===== src/core/uart_frame_map.svh =====
`ifndef UART_FRAME_MAP_SVH
`define UART_FRAME_MAP_SVH

// ----------------------------------------------------------------
// Register offsets
// ----------------------------------------------------------------
`define OFS_MODE        8'h00
`define OFS_CTRL        8'h04
`define OFS_TXBUF       8'h08
`define OFS_RXBUF       8'h0C
`define OFS_STATUS      8'h10
`define OFS_DIV         8'h14

// ----------------------------------------------------------------
// Operation mode register fields
// ----------------------------------------------------------------
`define MODE_POWER      7
`define MODE_TXE        6
`define MODE_RXE        5
`define MODE_PSH        4
`define MODE_PSL        3
`define MODE_CL         2
`define MODE_SL         1

// ----------------------------------------------------------------
// Channel control and status fields
// ----------------------------------------------------------------
`define CTRL_DIR        1
`define CTRL_INV        0
`define ST_TXBUSY       0
`define ST_PERR         1
`define ST_FERR         2
`define ST_OVR          3
`define ST_RXRDY        4

// ----------------------------------------------------------------
// Parity select codes {high, low}
// ----------------------------------------------------------------
`define PAR_NONE        2'h0
`define PAR_ZERO        2'h1
`define PAR_ODD         2'h2
`define PAR_EVEN        2'h3

// ----------------------------------------------------------------
// Reset values
// ----------------------------------------------------------------
`define MODE_RST        8'h01
`define CTRL_RST        8'h00
`define DIV_RST         8'h0F

`endif


===== src/core/uart_frame_pkg.sv =====
package uart_frame_pkg;

    // ------------------------------------------------------------
    // Types
    // ------------------------------------------------------------
    typedef logic [7:0] byte_t;

    typedef enum logic [2:0] {
        TX_IDLE,
        TX_START,
        TX_DATA,
        TX_PAR,
        TX_STOP
    } tx_state_e;

    typedef enum logic [2:0] {
        RX_IDLE,
        RX_START,
        RX_DATA,
        RX_PAR,
        RX_STOP
    } rx_state_e;

    typedef struct packed {
        byte_t     mode;
        byte_t     ctrl;
        byte_t     div;
        byte_t     rdata;
        logic      sync1;
        logic      sync2;
        logic      rx_prev;
        tx_state_e tx_st;
        byte_t     tx_shift;
        logic      tx_par;
        logic      tx_bit;
        logic      tx_stop2;
        logic [2:0] tx_idx;
        byte_t     tx_tmr;
        logic      tx_line;
        logic      tx_done;
        rx_state_e rx_st;
        byte_t     rx_data;
        logic      rx_par;
        logic [2:0] rx_idx;
        byte_t     rx_tmr;
        byte_t     rx_buf;
        logic      rx_rdy;
        logic      perr;
        logic      ferr;
        logic      ovr;
        logic      rx_done;
        logic      rx_err;
        logic      tx_pin_en;
        logic      rx_pin_en;
    } state_s;

endpackage


===== src/core/async_serial_frame_tx.sv =====
// Operation
// - clock, transmit, receive enables at bits 7,6,5
// - all enables zero: stop, release both pins
// - exactly one start bit per frame
// - seven or eight character bits
// - one or two stop bits
// - even, odd, zero and no parity
// - length, parity, stops from mode register
// - control bit 1 picks bit order
// - control bit 0 inverts transmit pin
// - even parity transmit: one if odd ones
// - even parity receive: odd count is error
// - odd parity transmit: zero if odd ones
// - odd parity receive: even count is error
// - zero parity: send zero, never error
// - no parity: no bit, never error
// - clock enable first, then transmit enable
// - buffer write starts framed transmission
// - buffer copied to shift register, shifted out
// - completion pulse after final stop bit
// - idle until next buffer write
// - clock disabled: output high, input high, reset
// - enable cleared resets its own circuit
// - receiver checks only one stop bit
//
// The plain strobed port and the register offsets are this design's own decisions.
`timescale 1ns/1ps
`include "uart_frame_map.svh"

module async_serial_frame_tx (
    input  wire logic                  clk_i,
    input  wire logic                  rstn_i,
    input  wire logic [7:0]            addr_i,
    input  wire uart_frame_pkg::byte_t wdata_i,
    input  wire logic                  wr_i,
    input  wire logic                  rd_i,
    output logic [7:0]                 rdata_o,
    input  wire logic                  serial_in_i,
    output logic                       serial_out_o,
    output logic                       tx_pin_en_o,
    output logic                       rx_pin_en_o,
    output logic                       tx_complete_irq_o,
    output logic                       rx_done_o,
    output logic                       rx_error_o
);
    import uart_frame_pkg::*;

    // ------------------------------------------------------------
    // Helpers
    // ------------------------------------------------------------
    function automatic logic [2:0] last_idx(input logic eight);
        last_idx = eight ? 3'h7 : 3'h6;
    endfunction

    // Tx shifter always emits bit 0 first, so MSB-first is a reversal
    function automatic byte_t order_bits(input byte_t d, input logic eight,
                                         input logic msb);
        byte_t r;
        r = 8'h00;
        if (!msb)
            r = eight ? d : {1'b0, d[6:0]};
        else if (eight)
            r = {d[0], d[1], d[2], d[3], d[4], d[5], d[6], d[7]};
        else
            r = {1'b0, d[0], d[1], d[2], d[3], d[4], d[5], d[6]};
        return r;
    endfunction

    function automatic logic [2:0] rx_pos(input logic [2:0] idx,
                                          input logic eight, input logic msb);
        rx_pos = msb ? 3'(last_idx(eight) - idx) : idx;
    endfunction

    // ------------------------------------------------------------
    // State
    // ------------------------------------------------------------
    state_s s_r;
    state_s s_nxt;

    logic   power;
    logic   tx_en;
    logic   rx_en;
    logic   eight;
    logic   msb;
    logic   two_stop;
    logic   [1:0] psel;
    logic   rx_line;
    logic   tx_tick;
    logic   rx_tick;
    logic   ones;

    assign power    = s_r.mode[`MODE_POWER];
    assign tx_en    = power & s_r.mode[`MODE_TXE];
    assign rx_en    = power & s_r.mode[`MODE_RXE];
    assign eight    = s_r.mode[`MODE_CL];
    assign two_stop = s_r.mode[`MODE_SL];
    assign psel     = {s_r.mode[`MODE_PSH], s_r.mode[`MODE_PSL]};
    assign msb      = s_r.ctrl[`CTRL_DIR];
    assign rx_line  = power ? s_r.sync2 : 1'b1;
    assign tx_tick  = (s_r.tx_tmr == 8'h00);
    assign rx_tick  = (s_r.rx_tmr == 8'h00);
    assign ones     = eight ? ^wdata_i : ^wdata_i[6:0];

    // ------------------------------------------------------------
    // Next state
    // ------------------------------------------------------------
    always_comb begin
        s_nxt         = s_r;
        s_nxt.tx_done = 1'b0;
        s_nxt.rx_done = 1'b0;
        s_nxt.rx_err  = 1'b0;
        s_nxt.rdata   = 8'h00;
        s_nxt.sync1   = serial_in_i;
        s_nxt.sync2   = s_r.sync1;
        s_nxt.rx_prev = rx_line;

        // Register writes
        if (wr_i) begin
            unique case (addr_i)
                `OFS_MODE: s_nxt.mode = wdata_i;
                `OFS_CTRL: s_nxt.ctrl = {6'h00, wdata_i[1:0]};
                `OFS_DIV:  s_nxt.div  = wdata_i;
                default: ;
            endcase
        end

        // Register reads; flag clears come first so a set later wins
        if (rd_i) begin
            unique case (addr_i)
                `OFS_MODE:   s_nxt.rdata = s_r.mode;
                `OFS_CTRL:   s_nxt.rdata = s_r.ctrl;
                `OFS_DIV:    s_nxt.rdata = s_r.div;
                `OFS_RXBUF: begin
                    s_nxt.rdata  = s_r.rx_buf;
                    s_nxt.rx_rdy = 1'b0;
                end
                `OFS_STATUS: begin
                    s_nxt.rdata = {3'h0, s_r.rx_rdy, s_r.ovr, s_r.ferr,
                                   s_r.perr, s_r.tx_st != TX_IDLE};
                    s_nxt.perr  = 1'b0;
                    s_nxt.ferr  = 1'b0;
                    s_nxt.ovr   = 1'b0;
                end
                default:     s_nxt.rdata = 8'h00;
            endcase
        end

        // --------------------------------------------------------
        // Transmitter
        // --------------------------------------------------------
        if (s_r.tx_st != TX_IDLE)
            s_nxt.tx_tmr = tx_tick ? s_r.div : 8'(s_r.tx_tmr - 8'h01);
        unique case (s_r.tx_st)
            TX_IDLE: begin
                // A write while busy is ignored; no second buffer stage
                if (wr_i && addr_i == `OFS_TXBUF && tx_en) begin
                    s_nxt.tx_shift = order_bits(wdata_i, eight, msb);
                    unique case (psel)
                        `PAR_EVEN: s_nxt.tx_par = ones;
                        `PAR_ODD:  s_nxt.tx_par = ~ones;
                        default:   s_nxt.tx_par = 1'b0;
                    endcase
                    s_nxt.tx_st    = TX_START;
                    s_nxt.tx_bit   = 1'b0;
                    s_nxt.tx_tmr   = s_r.div;
                    s_nxt.tx_idx   = 3'h0;
                    s_nxt.tx_stop2 = 1'b0;
                end
            end
            TX_START: begin
                if (tx_tick) begin
                    s_nxt.tx_st    = TX_DATA;
                    s_nxt.tx_bit   = s_r.tx_shift[0];
                    s_nxt.tx_shift = {1'b0, s_r.tx_shift[7:1]};
                end
            end
            TX_DATA: begin
                if (tx_tick) begin
                    if (s_r.tx_idx == last_idx(eight)) begin
                        if (psel == `PAR_NONE) begin
                            s_nxt.tx_st  = TX_STOP;
                            s_nxt.tx_bit = 1'b1;
                        end else begin
                            s_nxt.tx_st  = TX_PAR;
                            s_nxt.tx_bit = s_r.tx_par;
                        end
                    end else begin
                        s_nxt.tx_idx   = 3'(s_r.tx_idx + 3'h1);
                        s_nxt.tx_bit   = s_r.tx_shift[0];
                        s_nxt.tx_shift = {1'b0, s_r.tx_shift[7:1]};
                    end
                end
            end
            TX_PAR: begin
                if (tx_tick) begin
                    s_nxt.tx_st  = TX_STOP;
                    s_nxt.tx_bit = 1'b1;
                end
            end
            TX_STOP: begin
                if (tx_tick) begin
                    if (two_stop && !s_r.tx_stop2) begin
                        s_nxt.tx_stop2 = 1'b1;
                    end else begin
                        s_nxt.tx_st   = TX_IDLE;
                        s_nxt.tx_done = 1'b1;
                    end
                end
            end
            default: s_nxt.tx_st = TX_IDLE;
        endcase

        // --------------------------------------------------------
        // Receiver
        // --------------------------------------------------------
        if (s_r.rx_st != RX_IDLE)
            s_nxt.rx_tmr = rx_tick ? s_r.div : 8'(s_r.rx_tmr - 8'h01);
        unique case (s_r.rx_st)
            RX_IDLE: begin
                if (rx_en && s_r.rx_prev && !rx_line) begin
                    s_nxt.rx_st  = RX_START;
                    s_nxt.rx_tmr = {1'b0, s_r.div[7:1]};
                end
            end
            RX_START: begin
                // Re-check mid start bit to reject glitches
                if (rx_tick) begin
                    s_nxt.rx_st   = rx_line ? RX_IDLE : RX_DATA;
                    s_nxt.rx_idx  = 3'h0;
                    s_nxt.rx_data = 8'h00;
                    s_nxt.rx_par  = 1'b0;
                end
            end
            RX_DATA: begin
                if (rx_tick) begin
                    s_nxt.rx_data[rx_pos(s_r.rx_idx, eight, msb)] = rx_line;
                    s_nxt.rx_par = s_r.rx_par ^ rx_line;
                    if (s_r.rx_idx == last_idx(eight))
                        s_nxt.rx_st = (psel == `PAR_NONE) ? RX_STOP : RX_PAR;
                    else
                        s_nxt.rx_idx = 3'(s_r.rx_idx + 3'h1);
                end
            end
            RX_PAR: begin
                if (rx_tick) begin
                    s_nxt.rx_par = s_r.rx_par ^ rx_line;
                    s_nxt.rx_st  = RX_STOP;
                end
            end
            RX_STOP: begin
                // Only the first stop bit is sampled
                if (rx_tick) begin
                    s_nxt.rx_st   = RX_IDLE;
                    s_nxt.rx_done = 1'b1;
                    if (!rx_line) begin
                        s_nxt.ferr   = 1'b1;
                        s_nxt.rx_err = 1'b1;
                    end
                    if ((psel == `PAR_EVEN && s_r.rx_par) ||
                        (psel == `PAR_ODD && !s_r.rx_par)) begin
                        s_nxt.perr   = 1'b1;
                        s_nxt.rx_err = 1'b1;
                    end
                    if (s_nxt.rx_rdy) begin
                        s_nxt.ovr    = 1'b1;
                        s_nxt.rx_err = 1'b1;
                    end else begin
                        s_nxt.rx_buf = s_r.rx_data;
                        s_nxt.rx_rdy = 1'b1;
                    end
                end
            end
            default: s_nxt.rx_st = RX_IDLE;
        endcase

        // --------------------------------------------------------
        // Enables
        // --------------------------------------------------------
        if (!tx_en) begin
            s_nxt.tx_st   = TX_IDLE;
            s_nxt.tx_bit  = 1'b1;
            s_nxt.tx_done = 1'b0;
        end
        if (!rx_en) begin
            s_nxt.rx_st   = RX_IDLE;
            s_nxt.rx_done = 1'b0;
            s_nxt.rx_err  = 1'b0;
        end
        if (!power) begin
            s_nxt.rx_rdy = 1'b0;
            s_nxt.perr   = 1'b0;
            s_nxt.ferr   = 1'b0;
            s_nxt.ovr    = 1'b0;
            s_nxt.rx_buf = 8'h00;
        end
        // Stopped channel drives high regardless of inversion
        s_nxt.tx_line = power ? (s_nxt.tx_bit ^ s_nxt.ctrl[`CTRL_INV])
                              : 1'b1;
        s_nxt.tx_pin_en = s_nxt.mode[`MODE_POWER]
                        & s_nxt.mode[`MODE_TXE];
        s_nxt.rx_pin_en = s_nxt.mode[`MODE_POWER]
                        & s_nxt.mode[`MODE_RXE];
    end

    // ------------------------------------------------------------
    // Registers
    // ------------------------------------------------------------
    always_ff @(posedge clk_i or negedge rstn_i) begin
        if (!rstn_i) begin
            s_r         <= '0;
            s_r.mode    <= `MODE_RST;
            s_r.ctrl    <= `CTRL_RST;
            s_r.div     <= `DIV_RST;
            s_r.sync1   <= 1'b1;
            s_r.sync2   <= 1'b1;
            s_r.rx_prev <= 1'b1;
            s_r.tx_st   <= TX_IDLE;
            s_r.rx_st   <= RX_IDLE;
            s_r.tx_bit  <= 1'b1;
            s_r.tx_line <= 1'b1;
        end else begin
            s_r <= s_nxt;
        end
    end

    assign rdata_o           = s_r.rdata;
    assign serial_out_o      = s_r.tx_line;
    assign tx_pin_en_o       = s_r.tx_pin_en;
    assign rx_pin_en_o       = s_r.rx_pin_en;
    assign tx_complete_irq_o = s_r.tx_done;
    assign rx_done_o         = s_r.rx_done;
    assign rx_error_o        = s_r.rx_err;

endmodule


===== config.mk =====
export PLATFORM = sky130hd
export DESIGN_NAME = async_serial_frame_tx
export DESIGN_NICKNAME = d
export VERILOG_FILES = /design/src/core/uart_frame_pkg.sv /design/src/core/async_serial_frame_tx.sv
export VERILOG_INCLUDE_DIRS = /design/src /design/src/core
export SDC_FILE = /design/constraint.sdc
export NUM_CORES = 1
export LEC_CHECK = 0
export ABC_AREA = 1
export BUFFER_PORTS_ARGS = -buffer_cell sky130_fd_sc_hd__buf_2
export CORE_MARGIN = 2
export CORE_UTILIZATION = 51
export CTS_BUF_LIST = sky130_fd_sc_hd__clkbuf_4
export CTS_CLUSTER_SIZE = 40
export DETAILED_ROUTE_END_ITERATION = 10
export HOLD_SLACK_MARGIN = 0.1
export PLACE_DENSITY_LB_ADDON = 0.12
export REMOVE_ABC_BUFFERS = 1
export SYNTH_ARGS = -nofsm -noshare
export SYNTH_HDL_FRONTEND = slang
export SYNTH_SLANG_ARGS = --single-unit

===== constraint.sdc =====
create_clock -name clk_i -period 2.2 [get_ports clk_i]
set_clock_uncertainty 0.1 [all_clocks]
set_input_delay 0.11 -clock clk_i [delete_from_list [all_inputs] [get_ports clk_i]]
set_output_delay 0.11 -clock clk_i [all_outputs]
set_load 0.05 [all_outputs]

# Yosys cells after proc, flatten, opt, wreduce, memory -nomap -nowiden
# Cells that the tools add are included.
# totals
out_inout_bits,14
regBits,95
wordCells,211
# op_classes
mux,82
addsub,5
n_reduce_logical,40
bitwise_logic,7
n_eq_ne,43
magnitude_cmp,2
# op_table
cell,count
two-way mux 8 bit,14
two-way mux 3 bit,16
case mux 8 bit (5 select lines),1
"inequality test 3 bit, second input constant",13
two-way mux 15 bit,2
case mux 3 bit (5 select lines),2
two-way mux 14 bit,2
two-way mux 1 bit,25
two-way mux 25 bit,1
zero test 8 bit,3
two-way mux 24 bit,1
case mux 8 bit (3 select lines),1
two-way mux 11 bit,2
"inequality test 2 bit, second input constant",11
"equality test 8 x 4 -> 1 bit, second input constant",2
"equality test 8 x 5 -> 1 bit, second input constant",2
case mux 8 bit (2 select lines),1
AND reduction 4 bit,4
"subtractor 8 x 1 -> 8 bit, second input constant",2
"equality test 3 x 2 -> 1 bit, second input constant",4
two-way mux 12 bit,1
case mux 3 bit (2 select lines),2
nonzero test 3 bit,4
two-way mux 9 bit,1
other kinds (33),62

# Longest topological paths before layout
# Gate-level depths: netlist (run 1).
# logic_depth
word_depth,11
ltp_mapped,13
mapped_depth_nobuf,13

# Least setup slack after synthesis (run 1)
# OpenSTA, ideal clock, no wires.
# synth_timing
kind,flip-flop to flip-flop
start,"register s_r, in the netlist eight"
end,register s_r[30] (netlist bit)
path_stages_with_launch,11
synth_period_minus_slack_ns,1.928
slack_ns,0.272
arrival_time_ns,1.704
t_required_ns,1.976
path_buffers,0
cell_sequence,dfrtp_1 -> inv_1 -> ha_1 -> ha_1 -> nand2_1 -> o21ai_0 -> or2_1 -> nor2_1 -> o21ai_0 -> nand2_1 -> o21ai_1
# synth_between
elab_chain_len,10
elab_cells_between_ends,11
classes_between,add/sub (1); order compare (2); mux (7); reduce/logical (1)
# synth_lines
item,line_no,rtl
start: declaration,async_serial_frame_tx.sv:77,state_s s_r;
start signal: assignment,async_serial_frame_tx.sv:322,s_r <= s_nxt;
two-way mux 1 bit (*),async_serial_frame_tx.sv:52,last_idx = eight ? 3'h7 : 3'h6;
subtractor 3 bit (*),async_serial_frame_tx.sv:71,rx_pos = msb ? 3'(last_idx(eight) - idx) : idx;
two-way mux 3 bit (*),async_serial_frame_tx.sv:71,
< comparator 3 x 4 -> 1 bit (not written as such) / greater-or-equal comparator 3 x 1 -> 1 bit (equally long branches),async_serial_frame_tx.sv:236,"s_nxt.rx_data[rx_pos(s_r.rx_idx, eight, msb)] = rx_line;"
logical AND 1 bit (not written as such),async_serial_frame_tx.sv:236,
two-way mux 1 bit (not written as such),async_serial_frame_tx.sv:236,
demux 1 bit (select 3 bit) (*),async_serial_frame_tx.sv:236,
bitwise mux 8 bit (*),async_serial_frame_tx.sv:236,
two-way mux 15 bit (*),async_serial_frame_tx.sv:235,if (rx_tick) begin
case mux 8 bit (2 select lines) (*),async_serial_frame_tx.sv:218,unique case (s_r.rx_st)
# Mark *: on every way between the ends. The rest lies on a longest branch, timed or not. The select of a mux whose other input is x is not followed.
# A chain may end at the register's enable or synchronous reset.

# Worst setup path in the final report (run 1)
# layout_timing
start,input addr_i[1]
end,register s_r[82] (netlist bit)
# layout_between
elab_chain_len,2
# layout_lines
item,line_no,rtl
start: declaration,async_serial_frame_tx.sv:33,"input wire logic [7:0] addr_i,"
equality test 8 x 5 -> 1 bit,async_serial_frame_tx.sv:119,unique case (addr_i)
AND reduction 2 bit (no source line),n/a,
# No other way between the ends.

==> results of run 1 <==
==> metrics by stage <==
stage | TNS (ns) | setup WS, ns | utilization | total power [W]
after global placement | 0 | 0.258 | 0.558 | 0.00410
after global routing | -0.0202 | -0.0200 | 0.608 | 0.00552
after floorplan | 0 | 0.0889 | - | 0.00366
after CTS | 0 | 0.113 | 0.605 | 0.00514
final | 0 | 0.0465 | 0.608 | 0.00516
after detailed placement | 0 | 0.210 | 0.558 | 0.00417
==> cells in the mapped netlist (2+ instances only) <==
master    number  area share
nor2_8         2      0.0073
nand3_1       40       0.036
o221ai_1       7       0.011
nand4_1        3      0.0034
nor2_1        45       0.031
inv_4          2      0.0023
nor2_2         8      0.0091
a41oi_1        3      0.0048
a31oi_1        3      0.0034
nand2_2       14       0.016
buf_6          3      0.0061
ha_1           7       0.016
a22oi_1        9       0.012
o21ai_2        7       0.011
inv_1         78       0.053
o22ai_1        6      0.0068
nor3_4         2      0.0059
nor3_1         5      0.0045
o31ai_1        3      0.0041
nand3b_1       2      0.0027
dfrtp_1       85        0.39
nor2_4         6       0.012
inv_2         11      0.0075
o21ai_0       66       0.060
xor2_1         4      0.0063
a21oi_1       29       0.026
buf_4         11       0.015
nand2_1      158        0.11
buf_2          3      0.0027
or2_2          3      0.0034
o21ai_1       19       0.017
nand2_4        3      0.0061
o211ai_1       8       0.011
nand3_2        7       0.013
dfstp_2       10       0.048
==> sequential cells by signal, summed over array words and instances, names as in the netlist <==
name / flops
eight: 1
msb: 1
power: 1
psel: 2
rdata_o: 8
rx_done_o: 1
rx_error_o: 1
rx_pin_en_o: 1
s_nxt: 1
s_r: 75
serial_out_o: 1
tx_complete_irq_o: 1
tx_pin_en_o: 1
==> worst min-delay path by stage <==
stage / from / to / slack [ns] / cells after the start
final: addr_i[0] / s_r[52] / 0.13 / 7
after global placement: rstn_i / rx_error_o / 0.02 / 1
after global routing: addr_i[0] / s_r[54] / 0.15 / 8
after CTS: addr_i[0] / s_r[54] / 0.11 / 8
after floorplan: rstn_i / eight / -0.29 / 0
after detailed placement: rstn_i / rx_error_o / 0.03 / 1
==> layer usage <==
metal	share of wire	vias up	wire length (um)
met5	0	-	0
met4	0.032	0	470
met3	0.066	32	959
met1	0.45	2418	6590
li1	-	2445	-
met2	0.45	191	6520
==> cells by family after synthesis <==
| kind of cell | synth area share |
|---|---|
| AND/OR/NAND/NOR | 0.269 |
| AO/OA/AOI/OAI | 0.185 |
| buffers and inverters | 0.0898 |
| flip-flops | 0.433 |
| adder cells (fa/ha/maj) | 0.0159 |
| XOR/XNOR | 0.00793 |
==> worst max-delay path, cell delays in order <==
cell and delay, ns:
buf_2 0.12, nor2_4 0.17, nand2_1 0.13, nor2_1 0.13, nand2_2 0.13, nor2_4 0.22, buf_4 0.16, nand2_1 0.05
dlygate4sd3_1 0.54, o21ai_0 0.10, dlygate4sd3_1 0.59
==> repair_timing <==
action                                  in CTS  in global routing
buffers inserted                             0                  4
resized for setup                            0                  2
hold buffers                                36                  0
endpoints found under the hold margin      127                  0
endpoints found under the setup margin       0                  9
==> power groups by stage <==
stage	registers [W]	clock network, W	logic (W)
floorplan	0.00225	0	0.00142
global placement	0.00226	0	0.00185
detailed placement	0.00227	0	0.00191
CTS	0.00223	0.000950	0.00196
global route	0.00227	0.00102	0.00223
finish	0.00224	0.000926	0.00199
==> cell type report <==
type	instances	area share
multi-input combinational	483	0.416
sequential	95	0.377
timing repair buffer	83	0.103
inverter	93	0.0569
tap	136	0.0269
clock buffer	10	0.0118
clock inverter	5	0.00790
==> key figures, run 1 <==
Timing
  – Fin crit period: 2.15 ns
  – Fmax: 464 MHz
  – Endpoints failing hold: 0
  – Worst slew pin tran: 0.484 ns
  – Min Hold Slack: 0.126 ns
  – Slew Viols, Final: 0
  – Slew HR: 0.675
  – Final period util: 0.979
  – Final setup viols: 0

Pwr
  – Power per cell area: 814 mW/mm2
  – Logic pwr share: 0.386
  – Cell leakage power: 2.94 nW
  – Clock share of power: 0.179
  – VDD IR max: 0.000460 V
  – Internal power: 0.00303 W
  – Switching share of power: 0.412
  – Psw: 0.00213 W
  – Sequential power share: 0.434

Global route
  – Met2 usage: 0.402
  – GR met1 Demand/Resource: 0.378
  – Vias in the first global route: 4,757
  – Antenna violations before repair: 0
  – Met3 usage: 0.0392
  – Pin count of the biggest net entering global routing: 57
  – Global-route wire length before repair: 23,900 um
  – GR peak layer: met2
  – GR Overflow Total: 0
  – Total GRT Usage: 0.266

Yosys
  – Mapped Area: 0.00552 mm2
  – Ys Warns: 0
  – Avg Synthesized Cell Area: 8.01 um2
  – Sequential area share after synthesis: 0.433
  – Syn Inst Count: 689
  – Number of library cell types mapped by synthesis: 52
  – Post-synth EDFFs: 0
  – Seq cells post-synth: 95
  – Ys flop type: dfrtp_1
  – FFs w/ async S/R, synth: 1.00

Floorplan
  – # IOs: 35
  – Die width: 108 um
  – Die Y: 108 um
  – Row count: 37
  – Placeable Area: 0.0104 mm2
  – Full die area: 0.0117 mm2
  – Initial core utilization: 0.530

Worst setup path
  – Startpoint type of the worst setup path: input port
  – Crit path from: addr_i[1]
  – Critical path fanouts, max: 7
  – FF-to-FF path depth: 9
  – Reg-to-reg critical path startpoint: s_r[16]
  – Worst EP arrival: 2.46 ns
  – RR Endpoint: s_r[25]
  – Critical setup path kind: in -> reg
  – CP Capture Type: flip-flop
  – Reg2reg setup slack: 0.20 ns
  – Worst Setup EP: s_r[82]
  – Req. time, crit path: 2.50 ns

CTS
  – Clock buffer depth: 2
  – Root buffer cell: clkbuf_4
  – Clock insertion delay at the later pin of the skew report: 0.46 ns
  – Clk sinks: 95
  – Cts bufs inserted: 9
  – H-tree depth: 3
  – Clock tree from TritonCTS: built
  – Clock slew at reported path FFs: 0.14 ns

Route
  – DRT Pass-1 Iters: 5
  – Final ANT Viol Nets: 0
  – DRC violations left: 0
  – Wire length per cell: 16.1 um
  – DR iter-0 viols: 400
  – Drt via density: 5.62
  – Via count: 5,086
  – Routed wire length: 14,500 um

Job
  – Max Cap Viol: 0

Finish
  – Ratio of cells with drive above 1 in the final layout: 0.187
  – Fin cells: 905
  – Area growth syn-to-layout: 14.8%
  – Commonest non-fill, non-tap cell in the layout: nand2_1
  – N_diodes: 0
  – Layout Nets: 793
  – Area of the multi-input gates: 0.00264 mm2
  – Final-layout fill cell count: 949
  – Sequential Area: 0.00239 mm2
  – Final Cell Area: 0.00634 mm2
  – Most frequent cells in the layout: nand2_1, dfrtp_1, inv_1

Place
  – I/O Buffers: 34
  – Final HPWL DP: 10,500 um
  – Placed Cells incl. Taps: 850
  – Area post-placement: 0.00581 mm2
  – Final RePlAce weighted congestion: 0.944

Status
  – Status: finished, final reports clean

Hold path
  – HP Class: in -> reg
Note: power is estimated with default switching activity, not from simulation.
==> inputs of run 2 (changes only) <==
- SETUP_SLACK_MARGIN: default -> 0.3
==> run 2 against run 1 <==
Compared with the run above: core utilization grew 1.0 points; final cell count grew 0.44%; die area stayed put; cell area rose by 1.7%; fmax is 18% higher; hold slack got worse by 0.017 ns; sequential cell count did not move; combinational power is 12% higher; clock-buffer cell count did not move; first-iteration DRC count rose by 6.3%; sequential share of layout area shrank 0.58 points; non-clock buffer count is 3 higher; highest routed layer unchanged.
==> key figures, run 2 (same netlist as run 1, synthesis figures left out) <==
Status
  – Status: finished, final reports clean

Worst setup path
  – Startpoint type of the worst setup path: flip-flop
  – Req. time, crit path: 2.47 ns
  – CP Capture Type: flip-flop
  – Critical setup path kind: reg -> reg
  – Worst EP arrival: 2.10 ns
  – Critical path fanouts, max: 4

Route
  – DR iter-0 viols: 425
  – Final ANT Viol Nets: 0
  – Routed wire length: 14,600 um
  – Wire length per cell: 16.0 um
  – DRC violations left: 0
  – Drt via density: 5.61
  – DRT Pass-1 Iters: 5
  – Via count: 5,098

Pwr
  – VDD IR max: 0.000436 V
  – Cell leakage power: 2.98 nW
  – Power per cell area: 841 mW/mm2

CTS
  – H-tree depth: 3
  – Clock buffer depth: 2
  – Clk sinks: 95
  – Cts bufs inserted: 9
  – Clock insertion delay at the later pin of the skew report: 0.47 ns
  – Clock tree from TritonCTS: built
  – Root buffer cell: clkbuf_4
  – Clock slew at reported path FFs: 0.14 ns

Place
  – Final HPWL DP: 10,500 um
  – Placed Cells incl. Taps: 850
  – Final RePlAce weighted congestion: 0.944
  – I/O Buffers: 34
  – Dpl ws: 0.210 ns

Finish
  – Final Util: 0.618
  – Reg with most FFs: s_r
  – Fin cells: 909
  – Area growth syn-to-layout: 16.7%
  – Ratio of cells with drive above 1 in the final layout: 0.229
  – Max reg flops: 75
  – N_diodes: 0
  – Commonest non-fill, non-tap cell in the layout: nand2_1
  – Layout Nets: 797
  – Most frequent cells in the layout: nand2_1, dfrtp_1, inv_1

Floorplan
  – Full die area: 0.0117 mm2
  – # IOs: 35
  – Row count: 37
  – Die Y: 108 um
  – Initial core utilization: 0.530
  – Placeable Area: 0.0104 mm2
  – Die width: 108 um

Timing
  – Slew Viols, Final: 0
  – Fmax: 547 MHz
  – Min Hold Slack: 0.109 ns
  – Final period util: 0.832
  – Unrepaired setup endpoints after global routing: true
  – Sum Neg Setup Slack: 0 ns
  – Fin crit period: 1.83 ns
  – Worst setup margin: 0.370 ns
  – Worst slew pin tran: 0.530 ns
  – Slew HR: 0.644
  – Final setup viols: 0
  – Endpoints failing hold: 0

Global route
  – GR Overflow Total: 0
  – Total GRT Usage: 0.260
  – Vias in the first global route: 4,672
  – Pin count of the biggest net entering global routing: 57
  – Global-route wire length before repair: 23,500 um
  – Antenna violations before repair: 0

Hold path
  – HP Class: in -> reg

Job
  – Max Cap Viol: 0
-- run 2: cell types whose count changed in the layout (fill, tap and decap cells not counted), moves of 5 or more --
cell,before,now
buf_4,14,23
nor2_1,45,39
o21ai_0,65,59
nor2_2,8,13
o21ai_1,20,25
dlygate4sd3_1,35,27
-- run 2: layout make-up --
type / count / area [um2]
fillers: 932 / 3980
multi-input cells: 484 / 2730
flip-flops and latches: 95 / 2390
repair buffers: 86 / 659
inverters: 93 / 362
well taps: 136 / 170
clock buffers: 10 / 75.1
clock inverters: 5 / 50.0
-- run 2: routing by layer --
metal | GRT usage | routed length, um
met1 | 0.373 | 6810
met2 | 0.404 | 6700
met3 | 0.0325 | 725
met4 | 0.0989 | 322
met5 | 0 | 0
-- run 2: final timing paths --
kind                            slack, ns      start  cells after the start           end
worst min register to register       0.27  s_nxt[67]                      0       s_r[67]
worst max register to register       0.37    s_r[24]                      9       s_r[30]
worst max-delay path                 0.37    s_r[24]                      9       s_r[30]
min in group asynchronous            0.58     rstn_i                      3        s_r[5]
max in group asynchronous            0.68     rstn_i                      4  serial_out_o
worst min-delay path                 0.11  addr_i[0]                      7       s_r[52]
-- run 2: stage by stage --
stage | total power, W | area [um2]
finish | 0.00542 | 6440
CTS | 0.00516 | 6240
global route | 0.00577 | 6440
detailed placement | 0.00417 | 5810
floorplan | 0.00366 | 5390
global placement | 0.00410 | 5810
-- run 2: what timing repair did --
action	in CTS	in global routing
hold endpoints to repair	127	0
gates cloned	0	1
hold buffers	27	0
endpoints found under the setup margin	16	52
buffers inserted	2	14
pin swaps	1	14
resized for setup	6	30
-- run 2: worst max-delay path, cell delays in order, from the launching register on --
cell and delay [ns]:
dfrtp_1 0.42, ha_1 0.20, ha_1 0.19, o21ai_1 0.15, nand2_2 0.10, or2_4 0.26
nor2_2 0.11, o21ai_1 0.09, nand2_1 0.07, o21ai_1 0.05
-- run 2: where the power goes --
group          switching, W  internal, W  leakage, nW
logic               0.00141     0.000813         1.72
registers          0.000239      0.00201         1.19
clock network      0.000595     0.000344       0.0673
total               0.00224      0.00317         2.98
